## src/irq_ctl_pkg.sv

```systemverilog
`default_nettype none
package irq_ctl_pkg;
    // register index; the byte address on the bus is four times the index
    localparam logic [8:0] INTCS_IDX2_FULL = 9'h10B;
    localparam logic [8:0] INTCS_IDX3_FULL = 9'h18B;
    localparam logic [8:0] INTCS_IDX0_FULL = 9'h00B;
    localparam logic [8:0] INTCS_IDX1_FULL = 9'h08B;
    localparam int         BIT_GLOBAL_POS  = 7;
    localparam int         BIT_PEN_POS     = 6;
    localparam int         BIT_T0E_POS     = 5;
    localparam int         BIT_EXE_POS     = 4;
    localparam int         BIT_PCE_POS     = 3;
    localparam int         BIT_T0F_POS     = 2;
    localparam int         BIT_EXF_POS     = 1;
    localparam int         BIT_PCF_POS     = 0;
    localparam logic [7:0] INTCS_RESET     = 8'h00;
    localparam logic [3:0] PORT_LATCH_RST  = 4'h0;
    // edges after reset before the pin pipeline holds real samples
    localparam logic [1:0] SYNC_FILL       = 2'h3;
endpackage
`default_nettype wire

```

## src/core_interrupt_control_register.sv

```systemverilog
// Chosen here: the Avalon-MM interface to the registers.
`timescale 1ns/1ns
`default_nettype none
module core_interrupt_control_register
    import irq_ctl_pkg::*;
(
    input  wire logic        clk,
    input  wire logic        rst,
    input  wire logic [10:0] address,
    input  wire logic        read,
    input  wire logic        write,
    input  wire logic [31:0] writedata,
    output var  logic [31:0] readdata,
    output var  logic        waitrequest,
    input  wire logic        timer0_overflow,
    input  wire logic        periph_request,
    input  wire logic        external_edge_select,
    input  wire logic        external_irq_pin,
    input  wire logic [3:0]  upper_port_pins,
    input  wire logic        port_read,
    output var  logic        core_irq_r
);
    logic [7:0] ctl_r;
    logic       pc_flag_r;
    logic       pin_s1_r, pin_s2_r, pin_d_r;
    logic [3:0] up_s1_r, up_s2_r, up_latch_r;
    logic       ack_r;
    logic [8:0] idx;
    logic       hit, acc, wr_go, ext_edge, mismatch;
    logic [1:0] sync_fill_r;
    logic       edge_armed;

    function automatic logic is_ctl(input logic [8:0] i);
        return (i == INTCS_IDX0_FULL) || (i == INTCS_IDX1_FULL) ||
               (i == INTCS_IDX2_FULL) || (i == INTCS_IDX3_FULL);
    endfunction

    assign idx   = address[10:2];
    assign hit   = is_ctl(idx);
    assign acc   = (read || write) && !ack_r;
    // one wait cycle: the request is acknowledged on the second edge
    assign wr_go = write && ack_r;

    // registered so the bus sees it straight from a flop; always the
    // inverse of ack_r, high while idle and in the first request cycle
    always_ff @(posedge clk) begin
        if (rst) begin
            waitrequest <= 1'b1;
        end else begin
            waitrequest <= !acc;
        end
    end

    always_ff @(posedge clk) begin
        if (rst) begin
            ack_r <= 1'b0;
        end else begin
            ack_r <= acc;
        end
    end

    always_ff @(posedge clk) begin
        if (rst) begin
            readdata <= 32'h0000_0000;
        end else if (acc && read && hit) begin
            readdata <= {24'h00_0000, ctl_r[7:1], pc_flag_r};
        end else if (acc) begin
            readdata <= 32'h0000_0000;
        end
    end

    // pin synchronisers; the first stage feeds only the second
    always_ff @(posedge clk) begin
        if (rst) begin
            pin_s1_r <= 1'b0;
            pin_s2_r <= 1'b0;
            pin_d_r  <= 1'b0;
            up_s1_r  <= 4'h0;
            up_s2_r  <= 4'h0;
        end else begin
            pin_s1_r <= external_irq_pin;
            pin_s2_r <= pin_s1_r;
            pin_d_r  <= pin_s2_r;
            up_s1_r  <= upper_port_pins;
            up_s2_r  <= up_s1_r;
        end
    end

    // the pin may idle high; until the pipeline holds real samples a
    // reset value of zero would look like an edge, so detection waits
    always_ff @(posedge clk) begin
        if (rst) begin
            sync_fill_r <= 2'h0;
        end else if (sync_fill_r != SYNC_FILL) begin
            sync_fill_r <= sync_fill_r + 2'h1;
        end
    end

    assign edge_armed = (sync_fill_r == SYNC_FILL);
    assign ext_edge   = edge_armed && (external_edge_select ? (pin_s2_r && !pin_d_r)
                                                            : (!pin_s2_r && pin_d_r));
    assign mismatch = (up_s2_r != up_latch_r);

    always_ff @(posedge clk) begin
        if (rst) begin
            up_latch_r <= PORT_LATCH_RST;
        end else if (port_read) begin
            up_latch_r <= up_s2_r;
        end
    end

    // control and flag bits; a source event wins over a software clear
    always_ff @(posedge clk) begin
        if (rst) begin
            ctl_r <= INTCS_RESET;
        end else begin
            if (wr_go && hit) begin
                ctl_r[7:1] <= writedata[7:1];
            end
            if (timer0_overflow) begin
                ctl_r[BIT_T0F_POS] <= 1'b1;
            end
            if (ext_edge) begin
                ctl_r[BIT_EXF_POS] <= 1'b1;
            end
        end
    end

    // bit 0 has no reset value, so it is left out of the reset branch
    // a live mismatch wins over a written 0, so a clear cannot hide a change
    always_ff @(posedge clk) begin
        if (wr_go && hit) begin
            pc_flag_r <= writedata[0] || mismatch;
        end else if (mismatch) begin
            pc_flag_r <= 1'b1;
        end
    end

    always_ff @(posedge clk) begin
        if (rst) begin
            core_irq_r <= 1'b0;
        end else begin
            core_irq_r <= ctl_r[BIT_GLOBAL_POS] && (
                (ctl_r[BIT_PEN_POS] && periph_request) ||
                (ctl_r[BIT_T0E_POS] && ctl_r[BIT_T0F_POS]) ||
                (ctl_r[BIT_EXE_POS] && ctl_r[BIT_EXF_POS]) ||
                (ctl_r[BIT_PCE_POS] && pc_flag_r));
        end
    end

    // bus handshake and register access
    AST_READ_ONE_WAIT: assert property (@(posedge clk) disable iff (rst)
        (read && !ack_r) |=> !waitrequest)
        else $error("read not acknowledged after one wait cycle");

    AST_UNMAPPED_READ: assert property (@(posedge clk) disable iff (rst)
        (read && !ack_r && !hit) |=> (readdata == 32'h0000_0000))
        else $error("unmapped read returned data");

    AST_WRITE_LANDS: assert property (@(posedge clk) disable iff (rst)
        (wr_go && hit) |=> (ctl_r[7:3] == $past(writedata[7:3])))
        else $error("enable bits not written");

    AST_RESET_CLEARS: assert property (@(posedge clk)
        rst |=> (ctl_r == 8'h00))
        else $error("control bits not cleared by reset");

    // request gating
    AST_GLOBAL_GATE: assert property (@(posedge clk) disable iff (rst)
        !ctl_r[BIT_GLOBAL_POS] |=> !core_irq_r)
        else $error("request passed with global enable clear");

    AST_PERIPH_PASS: assert property (@(posedge clk) disable iff (rst)
        (ctl_r[BIT_GLOBAL_POS] && ctl_r[BIT_PEN_POS] && periph_request) |=> core_irq_r)
        else $error("peripheral request not passed");

    AST_PERIPH_GATE: assert property (@(posedge clk) disable iff (rst)
        (!ctl_r[BIT_PEN_POS] && !ctl_r[BIT_T0E_POS] && !ctl_r[BIT_EXE_POS]
         && !ctl_r[BIT_PCE_POS]) |=> !core_irq_r)
        else $error("request passed with all enables clear");

    AST_TIMER_REQ: assert property (@(posedge clk) disable iff (rst)
        (ctl_r[BIT_GLOBAL_POS] && ctl_r[BIT_T0E_POS] && ctl_r[BIT_T0F_POS]) |=> core_irq_r)
        else $error("timer request not raised");

    AST_EXT_REQ: assert property (@(posedge clk) disable iff (rst)
        (ctl_r[BIT_GLOBAL_POS] && ctl_r[BIT_EXE_POS] && ctl_r[BIT_EXF_POS]) |=> core_irq_r)
        else $error("external request not raised");

    AST_ENABLES_SUPPRESS: assert property (@(posedge clk) disable iff (rst)
        (!ctl_r[BIT_T0E_POS] && !ctl_r[BIT_EXE_POS] && !ctl_r[BIT_PCE_POS]
         && !(ctl_r[BIT_PEN_POS] && periph_request)) |=> !core_irq_r)
        else $error("masked flag raised a request");

    // flag setting and port relatch
    AST_TIMER_FLAG_SET: assert property (@(posedge clk) disable iff (rst)
        timer0_overflow |=> ctl_r[BIT_T0F_POS])
        else $error("timer flag not set");

    AST_EDGE_FLAG: assert property (@(posedge clk) disable iff (rst)
        (edge_armed && external_edge_select && pin_s2_r && !pin_d_r) |=> ctl_r[BIT_EXF_POS])
        else $error("rising edge not flagged");

    AST_FALL_FLAG: assert property (@(posedge clk) disable iff (rst)
        (edge_armed && !external_edge_select && !pin_s2_r && pin_d_r) |=> ctl_r[BIT_EXF_POS])
        else $error("falling edge not flagged");

    AST_PORT_CHANGE: assert property (@(posedge clk) disable iff (rst)
        (up_s2_r != up_latch_r) |=> pc_flag_r)
        else $error("port change not flagged");

    AST_RELATCH: assert property (@(posedge clk) disable iff (rst)
        port_read |=> (up_latch_r == $past(up_s2_r)))
        else $error("port read did not relatch the pins");
endmodule
`default_nettype wire

```

## config.mk

```make
export PLATFORM = sky130hd
export DESIGN_NAME = core_interrupt_control_register
export DESIGN_NICKNAME = d
export VERILOG_FILES = /design/src/irq_ctl_pkg.sv /design/src/core_interrupt_control_register.sv
export SDC_FILE = /design/constraint.sdc
export NUM_CORES = 1
export LEC_CHECK = 0
export ABC_CLOCK_PERIOD_IN_PS = 1970
export BUFFER_PORTS_ARGS = -buffer_cell sky130_fd_sc_hd__clkbuf_2
export CAP_MARGIN = 0
export CORE_MARGIN = 2
export CORE_UTILIZATION = 40
export DETAILED_ROUTE_END_ITERATION = 16
export GPL_TIMING_DRIVEN = 0
export PLACE_DENSITY_LB_ADDON = 0.12
export RECOVER_POWER = 100
export SYNTH_ARGS = -nofsm -noshare
export SYNTH_HDL_FRONTEND = slang
export SYNTH_SLANG_ARGS = --single-unit
```

## constraint.sdc

```tcl
create_clock -name clk -period 1.97 [get_ports clk]
set_input_delay 0.0985 -clock clk [delete_from_list [all_inputs] [get_ports clk]]
set_output_delay 0.0985 -clock clk [all_outputs]
set_load 0.05 [all_outputs]
```

== Word-level counts from Yosys, hierarchy flattened ==
Index checks and enable logic that the tools add are counted.

* Flip-flop bits (word level): 36
* Input bits: 56

* $add $sub $neg: 1
* Muxes and demuxes: 8
* Equal/unequal tests: 7
* Reduce and logical (&&, ||, !) cells: 29

{| class="wikitable"
|+ Operators with widths
! cell !! number
|-
| equality test 9 bit (second input constant) || 2
|-
| 2-to-1 mux 8 bit || 2
|-
| logical AND 1 bit || 13
|-
| equality test 9 x 4 -> 1 bit (second input constant) || 1
|-
| equality test 9 x 8 -> 1 bit (second input constant) || 1
|-
| logical OR 1 bit || 8
|-
| nonzero test 2 bit || 4
|-
| 2-to-1 mux 1 bit || 5
|-
| zero test 1 bit || 4
|-
| inequality test 4 bit || 1
|-
| adder 2 x 1 -> 2 bit (second input constant) || 1
|-
| equality test 2 bit (second input constant) || 1
|-
| 2-to-1 mux 2 bit || 1
|-
| inequality test 2 bit (second input constant) || 1
|}

== Depth between registers and ports, before layout ==
Gate-level depths: netlist of the first run.

* Word-level depth: 7
* Mapped depth: 5
* Depth with buffers taken out: 5

== Worst setup path after synthesis of the first run ==
Ideal clock, no wire load.

* Kind: in2reg
* Start: input address[7]
* End: register ctl_r[4]
* Path slack: 0.505 ns
* Arrival: 1.338 ns
* Required time: 1.842 ns
* Stages on the path: 5
* Library setup time: 0.128 ns
* Cells stage by stage: or4b_4 nor4_4 buf_6 mux2i_1 nor2_1

* Longest elaborated chain between the ends: 5

{| class="wikitable"
|+ Ends and longest elaborated chain
! what !! line !! RTL
|-
| start, declared || core_interrupt_control_register.sv:9 || <nowiki>input wire logic [10:0] address,</nowiki>
|-
| equality test 9 x 4 -> 1 bit / equality test 9 x 8 -> 1 bit (equally long branches) || core_interrupt_control_register.sv:34 || <nowiki>return (i == INTCS_IDX0_FULL) || (i == INTCS_IDX1_FULL) ||</nowiki>
|-
| logical OR 1 bit (2 in series) || core_interrupt_control_register.sv:34 ||
|-
| logical OR 1 bit * || core_interrupt_control_register.sv:35 || <nowiki>(i == INTCS_IDX2_FULL) || (i == INTCS_IDX3_FULL);</nowiki>
|-
| logical AND 1 bit * || core_interrupt_control_register.sv:117 || <nowiki>if (wr_go && hit) begin</nowiki>
|-
| end signal, assigned || core_interrupt_control_register.sv:118 || <nowiki>ctl_r[7:1] <= writedata[7:1];</nowiki>
|-
| end, declared || core_interrupt_control_register.sv:23 || <nowiki>logic [7:0] ctl_r;</nowiki>
|}

Every way passes the cells marked *; elsewhere a longest branch is shown, timed or not.
A chain may end at the register's enable or synchronous reset.

== Final worst setup path of the first run ==
* Start: input address[7]
* End: register ctl_r[3]

Same word-level chain as after synthesis.

==> results of run 1 <==
## layer usage
layer | vias to the layer above | GRT usage | share of wire
li1 | 554 | - | -
met5 | - | 0 | 0
met3 | 4 | 0.0479 | 0.068
met4 | 0 | 0.0599 | 0.014
met2 | 34 | 0.239 | 0.51
met1 | 469 | 0.136 | 0.41
## report_power, final
group / internal (uW) / switching [uW]
Clock: 285 / 229
Sequential: 759 / 13.9
Combinational: 85.6 / 160
Total: 1130 / 403
## logic make-up (layout without fill, tap and decap cells)
family | Yosys count | in the layout | synth area share
multiplexers | 10 | 10 | 0.0666
other | 1 | 24 | 0.00249
buffers and inverters | 30 | 73 | 0.154
flip-flops | 36 | 36 | 0.486
adder cells (fa/ha/maj) | 1 | 1 | 0.00832
XOR/XNOR | 5 | 5 | 0.0291
AND/OR/NAND/NOR | 45 | 45 | 0.179
AO/OA/AOI/OAI | 12 | 12 | 0.0749
## worst max path at each step
stage	startpoint	end	depth (start not counted)
6_report	address[7]	ctl_r[3]	6
3_5_place_dp	address[7]	ctl_r[4]	6
4_1_cts	ack_r	pc_flag_r	3
5_1_grt	address[7]	ctl_r[3]	6
2_1_floorplan	address[7]	ctl_r[4]	5
3_3_place_gp	address[7]	ctl_r[5]	6
## state kept, by name, indices dropped and copies added (netlist names), 2 cells and up
signal and flops:
up_latch_r 4, up_s1_r 4, up_s2_r 4, readdata 8, ctl_r 7, sync_fill_r 2
## per-stage QoR
step	cells	power [uW]	setup WS, ns
floorplan	163	1000	0.505
global placement	246	1040	0.297
detailed placement	246	1040	0.265
CTS	254	1560	0.550
global route	254	1600	0.299
finish	254	1530	0.447
## final cells by class
cell class	count	area, um^2
timing repair buffer	35	163
buffer	29	206
inverter	1	3.75
multi-input combinational	97	604
sequential	36	731
tap	48	60.1
fill	385	1780
clock buffer	8	90.1
## layout by cell type (no fill, tap or decap)
cell type,Yosys,routed
or4_2,1,1
clkbuf_2,0,25
xnor2_1,2,2
a221oi_1,1,1
nand4bb_1,1,1
dfxtp_1,35,35
buf_6,1,1
nand2_1,6,6
nor3_1,3,3
mux2i_1,10,10
nor2_1,17,17
a211oi_2,2,2
xor2_1,3,3
nor4_1,1,2
a22o_1,9,9
buf_4,24,24
nor3b_1,1,1
clkbuf_1,2,16
ha_1,1,1
nor4_2,0,1
clkbuf_8,1,6
edfxtp_1,1,1
or4b_4,1,1
conb_1,1,24
inv_1,1,1
nor2b_1,11,11
nand4b_1,1,1
## cells in the mapped netlist
| cell | n |
|---|---|
| mux2i_1 | 10 |
| or4_2 | 1 |
| buf_6 | 1 |
| clkbuf_8 | 1 |
| clkbuf_1 | 2 |
| nor3_1 | 3 |
| a211oi_2 | 2 |
| or4b_4 | 1 |
| a22o_1 | 9 |
| xor2_1 | 3 |
| a221oi_1 | 1 |
| nand4b_1 | 1 |
| nand2_1 | 6 |
| buf_8 | 1 |
| nor2_1 | 17 |
| nor2b_1 | 11 |
| dfxtp_1 | 35 |
| nor4_1 | 1 |
| xnor2_1 | 2 |
| conb_1 | 1 |
| ha_1 | 1 |
| nor4_4 | 2 |
| nor3b_1 | 1 |
| edfxtp_1 | 1 |
| inv_1 | 1 |
| nand4bb_1 | 1 |
| buf_4 | 24 |
==> results.py, run 1 <==
metrics = {
    "worst_hold_path": {
        "holdPathEnd": "up_s1_r[2]",
        "min_from": "upper_port_pins[2]",
        "holdPathStages": 2,
        "hp-class": "input port to flip-flop",
    },
    "job": {
        "maxCapViolCount": 0,
    },
    "logic_synthesis": {
        "yosys_warnings": 0,
        "synth_cells": 140,
        "synthDistinctLibCells": 27,
        "synth_top_area_frac": 0.466,
        "postSynthAreaPerCell_um2": 10.7,
        "yosysSeqAreaShare": 0.486,
        "synthTopCellsByArea": "dfxtp_1 (47%), buf_4 (12%), mux2i_1 (6.7%)",
        "synth_seq_cells": 36,
        "synth_largest_area_cell": "dfxtp_1",
        "synth_area_mm2": 0.00150,
    },
    "timing": {
        "rsz0062_at_grt": "false",
        "slew_headroom": 0.435,
        "maxSlewViolCount": 0,
        "holdWs_ns": 0.0262,
        "hold_viol": 0,
        "period_needed_ns": 1.52,
        "max_freq_mhz": 657,
        "setup_viol": 0,
        "tightest_slew_ns": 0.841,
        "finalCritPeriodShare": 0.773,
        "setup_tns_ns": 0,
        "finClkSkew_ns": 0.00449,
    },
    "cells_and_area": {
        "nets": 262,
        "layout-drive-gt1-share": 0.296,
        "syn2layout_area_growth_pct": 23.5,
        "post-route-cell-area_mm2": 0.00186,
        "antenna_cells": 0,
        "utilization": 0.511,
    },
    "cts": {
        "cts_buffer_depth": 2,
        "cts_max_level": 2,
        "cts_tree": "built",
        "clk_pin_slew_ns": 0.07,
        "cts_made_buffers": 5,
        "cts-resized-gates": 0,
        "worstSkewPairLatency_ns": 0.28,
        "root_buffer": "clkbuf_8",
        "hold_buffers": 0,
        "cts.sinks": 36,
        "post_cts_buffers": 0,
    },
    "floorplanning": {
        "start_util": 0.414,
        "ios": 90,
        "die_w_um": 65.3,
        "rows": 22,
        "coreArea_mm2": 0.00363,
        "die-height_um": 65.3,
        "die_area_mm2": 0.00427,
    },
    "setup_path": {
        "crit_family": "simple AND/OR/NAND/NOR gates",
        "cp_max_fo": 10,
        "crit_chain": "clkbuf_2, or4b_4, nor4_1, buf_6, mux2i_1, nor2_1",
        "critPathLaunchType": "input port",
        "arrival_ns": 1.67,
        "crit_required_ns": 2.12,
        "regToRegStartpoint": "ack_r",
        "slowest_stage": "or4b_4",
        "crit_buf_inv": 2,
        "endpoint_kind": "flip-flop",
        "worstRegToRegCells": 4,
        "r2r_slack_ns": 0.50,
        "cp_slowest_stage_delay_ns": 0.53,
        "worst_r2r_endpoint": "readdata[7]",
        "worstSetupPathType": "input port to flip-flop",
    },
    "power": {
        "p_leak_uw": 0.000862,
        "powerDensity_mw_per_mm2": 824,
        "ir_worst_vdd_uv": 394,
    },
    "global_routing": {
        "grt_start_max_net_pins": 11,
        "antenna_found_initial": 0,
        "gr-total-overflow": 0,
        "track_usage": 0.132,
        "grt_pass1_wl_mm": 4.22,
        "grt_pass1_vias": 997,
    },
    "placed_design": {
        "dpl.hpwl_mm": 2.11,
        "gp_congestion": 0.718,
        "io_buffers": 35,
        "dpl_cell_area_mm2": 0.00183,
    },
    "status": {
        "status": "finished clean",
    },
    "route": {
        "wl_per_cell_um": 10.3,
        "ant_nets": 0,
        "first_iter_violations": 20,
        "via_count": 1061,
        "vias_per_cell": 4.18,
        "wirelength_mm": 2.62,
        "drc": 0,
        "drt_pass1_iterations": 2,
    },
}
Note: power is estimated with default switching activity, not from simulation.
==> run 2: changes to the inputs <==
- ABC_CLOCK_PERIOD_IN_PS: 1970 -> 1410
- clock period: 1.97 -> 1.41 ns (I/O delays scaled with it)
==> run 2 against run 1 <==
Utilization rose by 2.5 points. Clock skew is 0.0012 ns lower. Sequential share of layout area decreased by 1.7 points. Critical path depth is 3 lower. Largest cell class unchanged.
==> results.py, run 2 (same netlist as run 1, synthesis figures left out) <==
metrics = {
    "setup_path": {
        "worstSetupPathType": "flip-flop to flip-flop",
        "endpoint_kind": "flip-flop",
        "arrival_ns": 1.41,
        "cp_max_fo": 4,
        "crit_required_ns": 1.44,
        "worstRegToRegCells": 3,
        "critPathLaunchType": "flip-flop",
    },
    "global_routing": {
        "grt_start_max_net_pins": 11,
        "track_usage": 0.136,
        "grt_pass1_vias": 1006,
        "antenna_found_initial": 0,
        "gr-total-overflow": 0,
        "grt_pass1_wl_mm": 4.23,
    },
    "timing": {
        "rsz0062_at_grt": "true",
        "period_needed_ns": 1.38,
        "tightest_slew_ns": 0.596,
        "holdWs_ns": 0.00167,
        "max_freq_mhz": 723,
        "finClkSkew_ns": 0.00324,
        "maxSlewViolCount": 0,
        "setup_tns_ns": 0,
        "finalCritPeriodShare": 0.981,
        "setup_viol": 0,
        "hold_viol": 0,
        "slew_headroom": 0.601,
    },
    "cells_and_area": {
        "final_common_cell": "dfxtp_1",
        "syn2layout_area_growth_pct": 29.6,
        "antenna_cells": 0,
        "nets": 267,
        "regMostFlops": "readdata",
        "fin_cells": 259,
        "filler_cell_count": 353,
        "seq_area_um2": 734,
        "final_cell_mix": "dfxtp_1 (32), buf_4 (25), clkbuf_2 (25)",
        "largest_register_ffs": 8,
        "layout-drive-gt1-share": 0.332,
        "multi_input_area_um2": 638,
        "post-route-cell-area_mm2": 0.00195,
        "top_regs": "readdata: 8 flops, ctl_r: 7 flops",
    },
    "route": {
        "ant_nets": 0,
        "wirelength_mm": 2.68,
        "vias_per_cell": 4.18,
        "via_count": 1083,
        "first_iter_violations": 44,
        "drc": 0,
        "wl_per_cell_um": 10.4,
        "drt_pass1_iterations": 4,
    },
    "placed_design": {
        "gp_congestion": 0.718,
        "dp.cells": 246,
        "dpl.hpwl_mm": 2.09,
        "io_buffers": 35,
        "dpl_cell_area_mm2": 0.00183,
    },
    "floorplanning": {
        "rows": 22,
        "start_util": 0.414,
        "die-height_um": 65.3,
        "coreArea_mm2": 0.00363,
        "ios": 90,
        "die_w_um": 65.3,
        "die_area_mm2": 0.00427,
    },
    "cts": {
        "cts_made_buffers": 5,
        "cts_tree": "built",
        "cts.sinks": 36,
        "cts_buffer_depth": 2,
        "cts_max_level": 2,
        "worstSkewPairLatency_ns": 0.28,
        "root_buffer": "clkbuf_8",
        "clk_pin_slew_ns": 0.06,
    },
    "worst_hold_path": {
        "holdPathStages": 2,
        "hp-class": "input port to flip-flop",
    },
    "power": {
        "p_leak_uw": 0.000905,
        "powerDensity_mw_per_mm2": 1110,
        "ir_worst_vdd_uv": 626,
    },
    "status": {
        "status": "finished clean",
    },
    "job": {
        "maxCapViolCount": 0,
    },
}
-- run 2: changes by cell type in the layout (fill, tap and decap cells not counted) --
cell           delta
nor4_4            +2
xnor2_1           -1
nand2_2           +1
nor4_1            -1
dfxtp_1           -3
buf_2             +1
dlygate4sd3_1     +3
buf_4             +1
nand2_1           -1
dfxtp_2           +3
xnor2_2           +1
buf_8             +1
nor4_2            -1
clkbuf_1          -1
-- run 2: metal layers --
layer | vias up | GRT usage | routed length [um]
met3 | 4 | 0.0685 | 196
met4 | 0 | 0.0599 | 36
met5 | - | 0 | 0
met2 | 35 | 0.239 | 1430
met1 | 478 | 0.134 | 1020
li1 | 566 | - | -
-- run 2: final timing paths --
kind | start | to | slack (ns)
max reg2reg | ack_r | pc_flag_r | 0.03
min reg2reg | up_s1_r[1] | up_s2_r[1] | 0.44
max | ack_r | pc_flag_r | 0.03
min | upper_port_pins[1] | up_s1_r[1] | 0.002
-- run 2: worst max-delay path, stage by stage, from the launching register on --
cell     delay [ns]
dfxtp_2        0.34
nand2_2        0.08
nor4_4         0.05
or4_2          0.66
-- run 2: through the flow --
step | setup slack, ns | utilization | power, uW
floorplan | -0.0275 | - | 1400
global placement | -0.235 | 0.502 | 1450
detailed placement | -0.259 | 0.502 | 1460
CTS | 0.0128 | 0.536 | 2190
global route | -0.00953 | 0.537 | 2270
finish | 0.0263 | 0.537 | 2170
-- run 2: what timing repair did --
action | CTS | global route
gates resized for setup | 1 | 4
hold endpoints to repair | 3 | 0
setup buffers | 0 | 1
pin swaps | 0 | 2
hold buffers | 3 | 0
setup endpoints to repair | 1 | 4
gates cloned | 0 | 1
-- run 2: final cells by class --
cell class              instances  area share
multi-input cells              97       0.327
inverters                       1     0.00193
clock buffers                   8      0.0462
repair buffers                 40       0.105
flip-flops and latches         36       0.377
well taps                      48      0.0308
plain buffers                  29       0.112
-- run 2: where the power goes --
group	leakage, uW	internal (uW)	switching, uW
Sequential	0.000294	1060	19.6
Clock	0.0000455	398	328
Combinational	0.000566	130	230
Total	0.000905	1590	578
